### src/cie_pkg.sv
// Contract
// - an event in an enabled source sets its read-only status flag
// - take a maskable request only when local enable is 1 and mask is 0
// - the global mask comes up set after any reset
// - a qualified request waits for the current instruction to finish
// - hardware entry uses the very same sequence as the software interrupt instruction
// - push the processor registers first, then set the global mask
// - fetch the highest-priority vector, then fill the queue with three bytes
// - restoring the stacked condition code register returns the mask to its stacked value
// - debug logic can inject a software interrupt taken through the normal entry
package cie_pkg;
	// ----------------------------------------------------------------
	// condition code register layout and sequence lengths
	// ----------------------------------------------------------------
	localparam int COND_MASK_BIT = 3;
	localparam logic MASK_RESET = 1'b1;
	localparam int PUSH_BYTES = 5;
	localparam int FILL_BYTES = 3;
	localparam logic [2:0] PUSH_LAST = 3'h4;
	localparam logic [1:0] FILL_LAST = 2'h2;
	// ----------------------------------------------------------------
	// vector map: two bytes per vector, lowest source index is top priority
	// ----------------------------------------------------------------
	localparam logic [15:0] SOFT_VECTOR = 16'hFFFC;
	localparam logic [15:0] SRC_VECTOR_TOP = 16'hFFFA;
	typedef enum logic [2:0] {
		CIE_IDLE,
		CIE_PUSH,
		CIE_VEC_HI,
		CIE_VEC_LO,
		CIE_FILL
	} cie_state_t;
endpackage

### src/cie_entry.sv
`timescale 1ns/1ps
`default_nettype none
module cie_entry import cie_pkg::*; #(
	parameter int NSRC = 8,
	parameter int SELW = 3
) (
	// clock and reset
	input wire logic sys_clk,
	input wire logic resetn,
	// peripheral sources
	input wire logic [NSRC-1:0] src_event,
	input wire logic [NSRC-1:0] src_enable,
	input wire logic [NSRC-1:0] src_flag_clr,
	output logic [NSRC-1:0] src_flag_q,
	// core: instruction boundary and mask control
	input wire logic instr_done,
	input wire logic soft_int_exec,
	input wire logic dbg_soft_req,
	input wire logic mask_set,
	input wire logic mask_clr,
	input wire logic cond_restore,
	input wire logic [7:0] cond_stacked,
	output logic global_mask_q,
	// core: registers to stack
	input wire logic [15:0] ret_pc,
	input wire logic [7:0] reg_a,
	input wire logic [7:0] reg_x,
	input wire logic [7:0] cond_byte,
	input wire logic [15:0] sp_in,
	output logic [15:0] sp_q,
	// memory access
	output logic mem_req_q,
	output logic mem_we_q,
	output logic [15:0] mem_addr_q,
	output logic [7:0] mem_wdata_q,
	input wire logic mem_ack,
	input wire logic [7:0] mem_rdata,
	// instruction queue and status
	output logic [7:0] queue_byte_q,
	output logic queue_valid_q,
	output logic [15:0] new_pc_q,
	output logic entry_busy_q,
	output logic entry_done_q
);
	logic [NSRC-1:0] src_req;
	logic qualified;
	logic start;
	logic dbg_pend_q;
	cie_state_t state_q;
	logic [2:0] push_cnt_q;
	logic [1:0] fill_cnt_q;
	logic [15:0] vec_q;
	logic [15:0] fetch_q;
	logic [7:0] stack_byte;
	logic seen_q;

	// ----------------------------------------------------------------
	// helpers
	// ----------------------------------------------------------------
	function automatic logic [15:0] vec_of(input logic [NSRC-1:0] req, input logic [15:0] dflt);
		logic [15:0] v;
		v = dflt;
		for (int i = NSRC - 1; i >= 0; i--) begin
			if (req[i]) begin
				v = SRC_VECTOR_TOP - 16'(2 * i);
			end
		end
		return v;
	endfunction

	cie_flags #(.NSRC(NSRC)) u_flags (
		.sys_clk(sys_clk),
		.resetn(resetn),
		.src_event(src_event),
		.src_enable(src_enable),
		.src_flag_clr(src_flag_clr),
		.src_flag_q(src_flag_q),
		.src_req(src_req)
	);

	// ----------------------------------------------------------------
	// qualification and start
	// ----------------------------------------------------------------
	assign qualified = (src_req != '0) && !global_mask_q;
	// only an instruction boundary starts entry, never mid-instruction
	assign start = (state_q == CIE_IDLE) && instr_done
		&& (qualified || soft_int_exec || dbg_pend_q);

	// next byte to push, loaded at the ack so a pending write never sees its data change
	always_comb begin
		case (push_cnt_q)
			3'h0: stack_byte = ret_pc[15:8];
			3'h1: stack_byte = reg_x;
			3'h2: stack_byte = reg_a;
			default: stack_byte = cond_byte;
		endcase
	end

	// debug injection waits as a pending instruction-level interrupt
	always_ff @(posedge sys_clk or negedge resetn) begin
		if (!resetn) begin
			dbg_pend_q <= 1'b0;
		end else if (dbg_soft_req) begin
			dbg_pend_q <= 1'b1;
		end else if (start) begin
			dbg_pend_q <= 1'b0;
		end
	end

	// ----------------------------------------------------------------
	// global mask
	// ----------------------------------------------------------------
	always_ff @(posedge sys_clk or negedge resetn) begin
		if (!resetn) begin
			global_mask_q <= MASK_RESET;
		end else if (state_q == CIE_PUSH && mem_ack && push_cnt_q == PUSH_LAST) begin
			global_mask_q <= 1'b1;
		end else if (cond_restore) begin
			global_mask_q <= cond_stacked[COND_MASK_BIT];
		end else if (mask_clr) begin
			global_mask_q <= 1'b0;
		end else if (mask_set) begin
			global_mask_q <= 1'b1;
		end
	end

	// ----------------------------------------------------------------
	// entry sequence, shared by hardware requests and the instruction
	// ----------------------------------------------------------------
	always_ff @(posedge sys_clk or negedge resetn) begin
		if (!resetn) begin
			state_q <= CIE_IDLE;
			push_cnt_q <= '0;
			fill_cnt_q <= '0;
			vec_q <= '0;
			fetch_q <= '0;
			sp_q <= '0;
			mem_req_q <= 1'b0;
			mem_we_q <= 1'b0;
			mem_addr_q <= '0;
			mem_wdata_q <= '0;
			queue_byte_q <= '0;
			queue_valid_q <= 1'b0;
			new_pc_q <= '0;
			entry_busy_q <= 1'b0;
			entry_done_q <= 1'b0;
		end else begin
			queue_valid_q <= 1'b0;
			entry_done_q <= 1'b0;
			case (state_q)
				CIE_IDLE: begin
					if (start) begin
						// one sequence for all causes; only the vector differs
						state_q <= CIE_PUSH;
						vec_q <= (soft_int_exec || dbg_pend_q) ? SOFT_VECTOR
							: vec_of(src_req, SOFT_VECTOR);
						push_cnt_q <= '0;
						sp_q <= sp_in;
						entry_busy_q <= 1'b1;
						mem_req_q <= 1'b1;
						mem_we_q <= 1'b1;
						mem_addr_q <= sp_in;
						mem_wdata_q <= ret_pc[7:0];
					end
				end
				CIE_PUSH: begin
					if (mem_ack) begin
						sp_q <= sp_q - 16'h0001;
						if (push_cnt_q == PUSH_LAST) begin
							// hardware vector chosen again after the push (not for soft or debug entry): latest highest priority wins
							state_q <= CIE_VEC_HI;
							mem_we_q <= 1'b0;
							if (vec_q != SOFT_VECTOR && src_req != '0) begin
								mem_addr_q <= vec_of(src_req, vec_q);
								vec_q <= vec_of(src_req, vec_q);
							end else begin
								mem_addr_q <= vec_q;
							end
						end else begin
							push_cnt_q <= push_cnt_q + 3'h1;
							mem_addr_q <= sp_q - 16'h0001;
							mem_wdata_q <= stack_byte;
						end
					end
				end
				CIE_VEC_HI: begin
					if (mem_ack) begin
						fetch_q[15:8] <= mem_rdata;
						mem_addr_q <= vec_q + 16'h0001;
						state_q <= CIE_VEC_LO;
					end
				end
				CIE_VEC_LO: begin
					if (mem_ack) begin
						fetch_q[7:0] <= mem_rdata;
						mem_addr_q <= {fetch_q[15:8], mem_rdata};
						fill_cnt_q <= '0;
						state_q <= CIE_FILL;
					end
				end
				default: begin
					if (mem_ack) begin
						queue_byte_q <= mem_rdata;
						queue_valid_q <= 1'b1;
						mem_addr_q <= mem_addr_q + 16'h0001;
						if (fill_cnt_q == FILL_LAST) begin
							// pc points past the three queued bytes
							new_pc_q <= mem_addr_q + 16'h0001;
							mem_req_q <= 1'b0;
							entry_busy_q <= 1'b0;
							entry_done_q <= 1'b1;
							state_q <= CIE_IDLE;
						end else begin
							fill_cnt_q <= fill_cnt_q + 2'h1;
						end
					end
				end
			endcase
		end
	end

	// ----------------------------------------------------------------
	// checks
	// ----------------------------------------------------------------
	always_ff @(posedge sys_clk or negedge resetn) begin
		if (!resetn) begin
			seen_q <= 1'b0;
		end else begin
			seen_q <= 1'b1;
		end
	end
endmodule
`default_nettype wire

### src/cie_flags.sv
`timescale 1ns/1ps
`default_nettype none
module cie_flags import cie_pkg::*; #(
	parameter int NSRC = 8
) (
	// clock and reset
	input wire logic sys_clk,
	input wire logic resetn,
	// peripheral side
	input wire logic [NSRC-1:0] src_event,
	input wire logic [NSRC-1:0] src_enable,
	input wire logic [NSRC-1:0] src_flag_clr,
	// core side
	output logic [NSRC-1:0] src_flag_q,
	output logic [NSRC-1:0] src_req
);
	// ----------------------------------------------------------------
	// sticky flags: set beats clear so no event is lost
	// ----------------------------------------------------------------
	always_ff @(posedge sys_clk or negedge resetn) begin
		if (!resetn) begin
			src_flag_q <= '0;
		end else begin
			src_flag_q <= (src_flag_q & ~src_flag_clr) | (src_event & src_enable);
		end
	end

	// level request, held off only by the global mask further up
	assign src_req = src_flag_q & src_enable;
endmodule
`default_nettype wire

### config.mk
export PLATFORM = sky130hd
export DESIGN_NAME = cie_entry
export DESIGN_NICKNAME = d
export VERILOG_FILES = /design/src/cie_pkg.sv /design/src/cie_entry.sv /design/src/cie_flags.sv
export SDC_FILE = /design/constraint.sdc
export NUM_CORES = 1
export LEC_CHECK = 0
export ABC_AREA = 0
export BUFFER_PORTS_ARGS = -buffer_cell sky130_fd_sc_hd__buf_2
export CAP_MARGIN = 20
export CELL_PAD_IN_SITES_DETAIL_PLACEMENT = 1
export CELL_PAD_IN_SITES_GLOBAL_PLACEMENT = 2
export CORE_ASPECT_RATIO = 0.5
export CORE_MARGIN = 2
export CORE_UTILIZATION = 32
export CTS_BUF_LIST = sky130_fd_sc_hd__clkbuf_4 sky130_fd_sc_hd__clkbuf_8
export DETAILED_ROUTE_END_ITERATION = 12
export GPL_TIMING_DRIVEN = 1
export PLACE_DENSITY = 0.8
export SYNTH_ARGS = -nofsm -noshare
export SYNTH_HDL_FRONTEND = slang
export SYNTH_SLANG_ARGS = --single-unit
### constraint.sdc
create_clock -name sys_clk -period 2.5 [get_ports sys_clk]
set_input_delay 0.75 -clock sys_clk [delete_from_list [all_inputs] [get_ports sys_clk]]
set_output_delay 0.75 -clock sys_clk [all_outputs]
set_load 0.005 [all_outputs]
==> results of run 1 <==
critical path, stage by stage (launching register included):
cell and delay (ns):
dfrtp_1 0.42, buf_12 0.19, or3b_2 0.73, a21oi_1 0.39, a221oi_1 0.14, o21ai_0 0.24, a32o_1 0.25
power breakdown:
group / internal, W / switching, W / leakage, nW
clock: 0.000394 / 0.000660 / 0.0923
combinational: 0.00249 / 0.00329 / 2.38
sequential: 0.00248 / 0.000707 / 1.31
what timing repair did:
action / in CTS / in global routing
gates resized for setup: 1 / 2
hold buffers: 0 / 0
setup endpoints to repair: 1 / 2
metrics by stage:
stage	area [um2]	hold WS, ns
2_1_floorplan	6590	0.450
3_3_place_gp	8240	0.456
3_5_place_dp	8240	0.465
4_1_cts	8410	0.271
5_1_grt	8420	0.281
6_report	8420	0.277
flip-flops by register name, summed over array words and instances (netlist names), 2 cells and up:
register / count
mem_addr_q: 16
new_pc_q: 16
sp_q: 16
vec_q: 16
fetch_q: 8
mem_wdata_q: 8
queue_byte_q: 8
u_flags.src_flag_q: 8
push_cnt_q: 3
state_q: 3
fill_cnt_q: 2
worst max path at each step:
stage / to / cells after the start / slack, ns
after floorplan: mem_addr_q[5]$_DFFE_PN0P_ / 7 / 0.12
after detailed placement: mem_addr_q[9]$_DFFE_PN0P_ / 8 / -0.19
final: mem_addr_q[4]$_DFFE_PN0P_ / 6 / 0.07
after CTS: mem_addr_q[6]$_DFFE_PN0P_ / 8 / 0.09
after global routing: mem_addr_q[15]$_DFFE_PN0P_ / 7 / 0.02
after global placement: mem_addr_q[9]$_DFFE_PN0P_ / 8 / -0.17
synth_stat cells, drive strengths merged (15+ instances only):
cell type / n / area share
clkbuf: 40 / 0.023
inv: 24 / 0.014
nand3: 25 / 0.019
mux2: 18 / 0.031
a21oi: 39 / 0.030
nand2: 101 / 0.058
nor3: 22 / 0.018
nor2: 42 / 0.024
nand2b: 15 / 0.014
o21ai: 87 / 0.066
xnor2: 24 / 0.032
a22oi: 22 / 0.025
xor2: 15 / 0.020
dfrtp: 109 / 0.41
per-layer routing:
metal | vias to the layer above | share of wire | track usage
met2 | 191 | 0.44 | 0.345
met5 | - | 0 | 0
li1 | 3155 | - | -
met3 | 14 | 0.061 | 0.0482
met1 | 3279 | 0.49 | 0.344
met4 | 0 | 0.0074 | 0.0334
area by class of cell:
cell class | instances | area, um2 | area share
Multi-Input combinational cell | 567 | 3550 | 0.422
Sequential cell | 110 | 2750 | 0.327
Timing Repair Buffer | 253 | 1510 | 0.180
Tap cell | 273 | 342 | 0.0406
Clock buffer | 11 | 145 | 0.0172
Inverter | 24 | 90.1 | 0.0107
Clock inverter | 4 | 23.8 | 0.00282
cell families after synthesis:
| family | count (synthesis) | synth area share |
|---|---|---|
| mux | 20 | 0.0338 |
| simple gates | 266 | 0.205 |
| xor+xnor | 39 | 0.0519 |
| flops | 110 | 0.418 |
| buf+inv | 75 | 0.0460 |
| compound gates | 233 | 0.229 |
| fa+ha+maj | 9 | 0.0171 |
==> impl_metrics.tcl, run 1 <==
set metrics [dict create \
    insertion_delay_ns 0.41 \
    crit_path_end_kind "register" \
    drt-initial-drc-count 355 \
    cts-root-buf "clkbuf_8" \
    drtAntennaViolNets 0 \
    synth.distinct_cells 72 \
    syn_to_final_growth_pct 27.8 \
    worstPathArrival_ns 2.78 \
    numCtsBuffers 9 \
    ys.flop_type "dfrtp_1" \
    finalMaxSlewViolations 0 \
    peakVddDrop_mv 0.374 \
    max_clock_freq_ghz 0.412 \
    max_slew_margin 0.650 \
    avgSynthCellArea_um2 8.76 \
    grt_usage 0.230 \
    via_per_inst 5.35 \
    tightest_slew_ns 0.520 \
    totalWireLength_um 24200 \
    critPathMaxFanout 40 \
    finalHoldViolations 0 \
    die_area_um2 21800 \
    reg2reg_to "mem_addr_q[4]$_DFFE_PN0P_" \
    netlist_instances 752 \
    r2r-start "state_q[2]$_DFFE_PN0P_" \
    grt_pass1_vias 6708 \
    drt-pass1-iter-count 4 \
    final_common_cell "buf_2" \
    cts_sinks 110 \
    fin_setup_tns_ns 0 \
    fillCellCount 2487 \
    io_pins 183 \
    min_path_type "in2async" \
    htreeDepth 3 \
    syn_nets 866 \
    ys_ff_latch 110 \
    final_cell_mix "buf_2 (174), dfrtp_1 (109), nand2_1 (101)" \
    cap_violations 0 \
    fin_util 0.413 \
    r2r_slack_ns 0.07 \
    synth_edf_count 0 \
    final_nets 1079 \
    fin_total_pwr_w 0.0100 \
    dp_slack_ns -0.194 \
    syn_area_um2 6590 \
    synthArstFlopShare 1.00 \
    power_density_nw_per_um2 1190 \
    antenna_found_initial 0 \
    routabilityCongestion 0.879 \
    post-route-period-util 0.972 \
    leakagePower_nw 3.78 \
    cts_tree "done" \
    rows 37 \
    status "finished clean" \
    drive_above_1_share 0.316 \
    diodes 0 \
    drc 0 \
    instances_no_fill 1242 \
    grt-ovfl-total 0 \
    synth_warnings 0 \
    reg2reg_depth 6 \
    clock_path_buffers 2 \
    setup_viol 0 \
    core_um2 20400 \
    rsz0062_at_grt "no" \
    grt_pass1_wl_um 38400 \
    initial_utilization 0.323 \
    grt_max_degree 41 \
    startpoint "state_q[2]$_DFFE_PN0P_" \
    required_ns 2.86 \
    crit_type "reg2reg" \
    clk_pin_slew_ns 0.11 \
    startpoint_type "register" \
    placedCellCount 1227 \
    post_drt_wl_per_cell_um 19.5 \
    period_minus_slack_ns 2.43 \
    ys_seq_area_frac 0.418 \
    post_cts_buffers 0 \
    die_height_um 105 \
    die_w_um 207 \
    fin_ws_ns 0.0712 \
    vias 6639 \
    fin_skew_ns 0.0149 \
    io_buffers 175 \
    place_hpwl_um 19100 \
]
(Power assumes the default switching activity.)
==> inputs of run 2 (changes only) <==
CORE_UTILIZATION = 31   (was 32)
CTS_BUF_LIST = not set   (was sky130_fd_sc_hd__clkbuf_4 sky130_fd_sc_hd__clkbuf_8)
PLACE_DENSITY = 0.78   (was 0.8)
==> impl_metrics.tcl, run 2 (same netlist as run 1, synthesis figures left out) <==
set metrics [dict create \
    clock_path_buffers 2 \
    pwr-share-seq 0.300 \
    totalWireLength_um 24900 \
    core_um2 20700 \
    cts_tree "done" \
    tightest_slew_ns 0.473 \
    place_hpwl_um 19500 \
    drt-initial-drc-count 550 \
    cts-root-buf "clkbuf_16" \
    crit_type "in2reg" \
    clk_pin_slew_ns 0.08 \
    die_area_um2 22500 \
    grt-ovfl-total 0 \
    dp_slack_ns -0.211 \
    p_clk_frac 0.145 \
    cap_violations 0 \
    required_ns 2.76 \
    swShare 0.454 \
    leakagePower_nw 3.84 \
    drtAntennaViolNets 0 \
    cts_hold_buf 0 \
    grt_usage 0.229 \
    htreeDepth 3 \
    post_drt_wl_per_cell_um 20.0 \
    post_cts_buffers 0 \
    max_slew_margin 0.681 \
    routabilityCongestion 0.899 \
    io_buffers 175 \
    final_nets 1078 \
    insertion_delay_ns 0.38 \
    antenna_found_initial 0 \
    grt_pass1_wl_um 39400 \
    rows 37 \
    diodes 0 \
    crit_path_cell_trace "buf_2 > a22o_1 > or4_1 > o21ai_0 > o211ai_1 > a211oi_1 > buf_4 > nor3_1" \
    fin_ws_ns 0.108 \
    period_minus_slack_ns 2.39 \
    final_cell_mix "buf_2 (174), dfrtp_1 (109), nand2_1 (101)" \
    startpoint_type "input pin" \
    numCtsBuffers 9 \
    drc 0 \
    initial_utilization 0.318 \
    cpMaxStageDelayCell "or4_1" \
    peakVddDrop_mv 0.378 \
    reg2reg_depth 7 \
    post-route-period-util 0.957 \
    grt_pass1_vias 6878 \
    max_clock_freq_ghz 0.418 \
    finalMaxSlewViolations 0 \
    status "finished clean" \
    p_comb_frac 0.555 \
    fin_util 0.413 \
    min_path_type "in2async" \
    via_per_inst 5.39 \
    fin_skew_ns 0.0144 \
    io_pins 183 \
    vias 6696 \
    fin_total_pwr_w 0.0106 \
    p_int_w 0.00581 \
    die_height_um 107 \
    die_w_um 210 \
    cts_sinks 110 \
    final_common_cell "buf_2" \
    drive_above_1_share 0.316 \
    crit_path_end_kind "register" \
    grt_max_degree 58 \
    fin_setup_tns_ns 0 \
    crit_path_max_incr_delay_ns 0.71 \
    setup_viol 0 \
    worstPathArrival_ns 2.65 \
    critPathMaxFanout 5 \
    p_switching_w 0.00483 \
    drt-pass1-iter-count 5 \
    rsz0062_at_grt "no" \
    syn_to_final_growth_pct 29.6 \
    finalHoldViolations 0 \
    power_density_nw_per_um2 1250 \
]
[run 2: what timing repair did]
item / in CTS / in global routing
gates resized for setup: 0 / 4
setup endpoints to repair: 0 / 2
endpoints found under the hold margin: 0 / 0
[run 2: worst paths after layout]
| kind | startpoint | end | slack, ns |
|---|---|---|---|
| worst max-delay path | src_enable[7] | mem_addr_q[15]$_DFFE_PN0P_ | 0.11 |
| worst min-delay path | resetn | vec_q[0]$_DFFE_PN0P_ | 0.32 |
| worst max register to register | u_flags.src_flag_q[1]$_DFF_PN0_ | mem_addr_q[15]$_DFFE_PN0P_ | 0.12 |
| worst min register to register | new_pc_q[11]$_DFFE_PN0P_ | new_pc_q[11]$_DFFE_PN0P_ | 0.48 |
| max in group asynchronous | resetn | sp_q[5]$_DFFE_PN0P_ | 1.46 |
| min in group sys_clk | new_pc_q[11]$_DFFE_PN0P_ | new_pc_q[11]$_DFFE_PN0P_ | 0.48 |
[run 2: per-stage QoR]
stage | instances | area, um2 | hold WS [ns]
after detailed placement | 1226 | 8230 | 0.470
after floorplan | 752 | 6590 | 0.450
after global routing | 1242 | 8540 | 0.335
final | 1242 | 8540 | 0.323
after global placement | 1226 | 8230 | 0.456
after CTS | 1242 | 8530 | 0.315
[run 2: power by group through the flow]
stage               logic (W)  registers, W  clock network [W]
finish                0.00591       0.00319            0.00155
global route          0.00652       0.00332            0.00167
CTS                   0.00590       0.00319            0.00161
detailed placement    0.00588       0.00323                  0
global placement      0.00572       0.00317                  0
floorplan             0.00328       0.00311                  0
[run 2: area by class of cell]
class                           count  area, um2
Clock buffer                        9        225
Clock inverter                      7       78.8
Fill cell                        2493      12200
Inverter                           24       90.1
Multi-Input combinational cell    567       3540
Sequential cell                   110       2750
Tap cell                          273        342
Timing Repair Buffer              252       1510
[run 2: metal layers]
metal | vias up | track usage | part of all wire
met3 | 21 | 0.0504 | 0.058
met2 | 196 | 0.359 | 0.44
li1 | 3166 | - | -
met4 | 0 | 0.0532 | 0.015
met1 | 3313 | 0.320 | 0.48
met5 | - | 0 | 0
[run 2: worst max-delay path: cells and delay by family]
family                 cells  cell delay [ns]
AO/OA/AOI/OAI              4             0.89
AND/OR/NAND/NOR            2             0.75
buffers and inverters      2             0.27
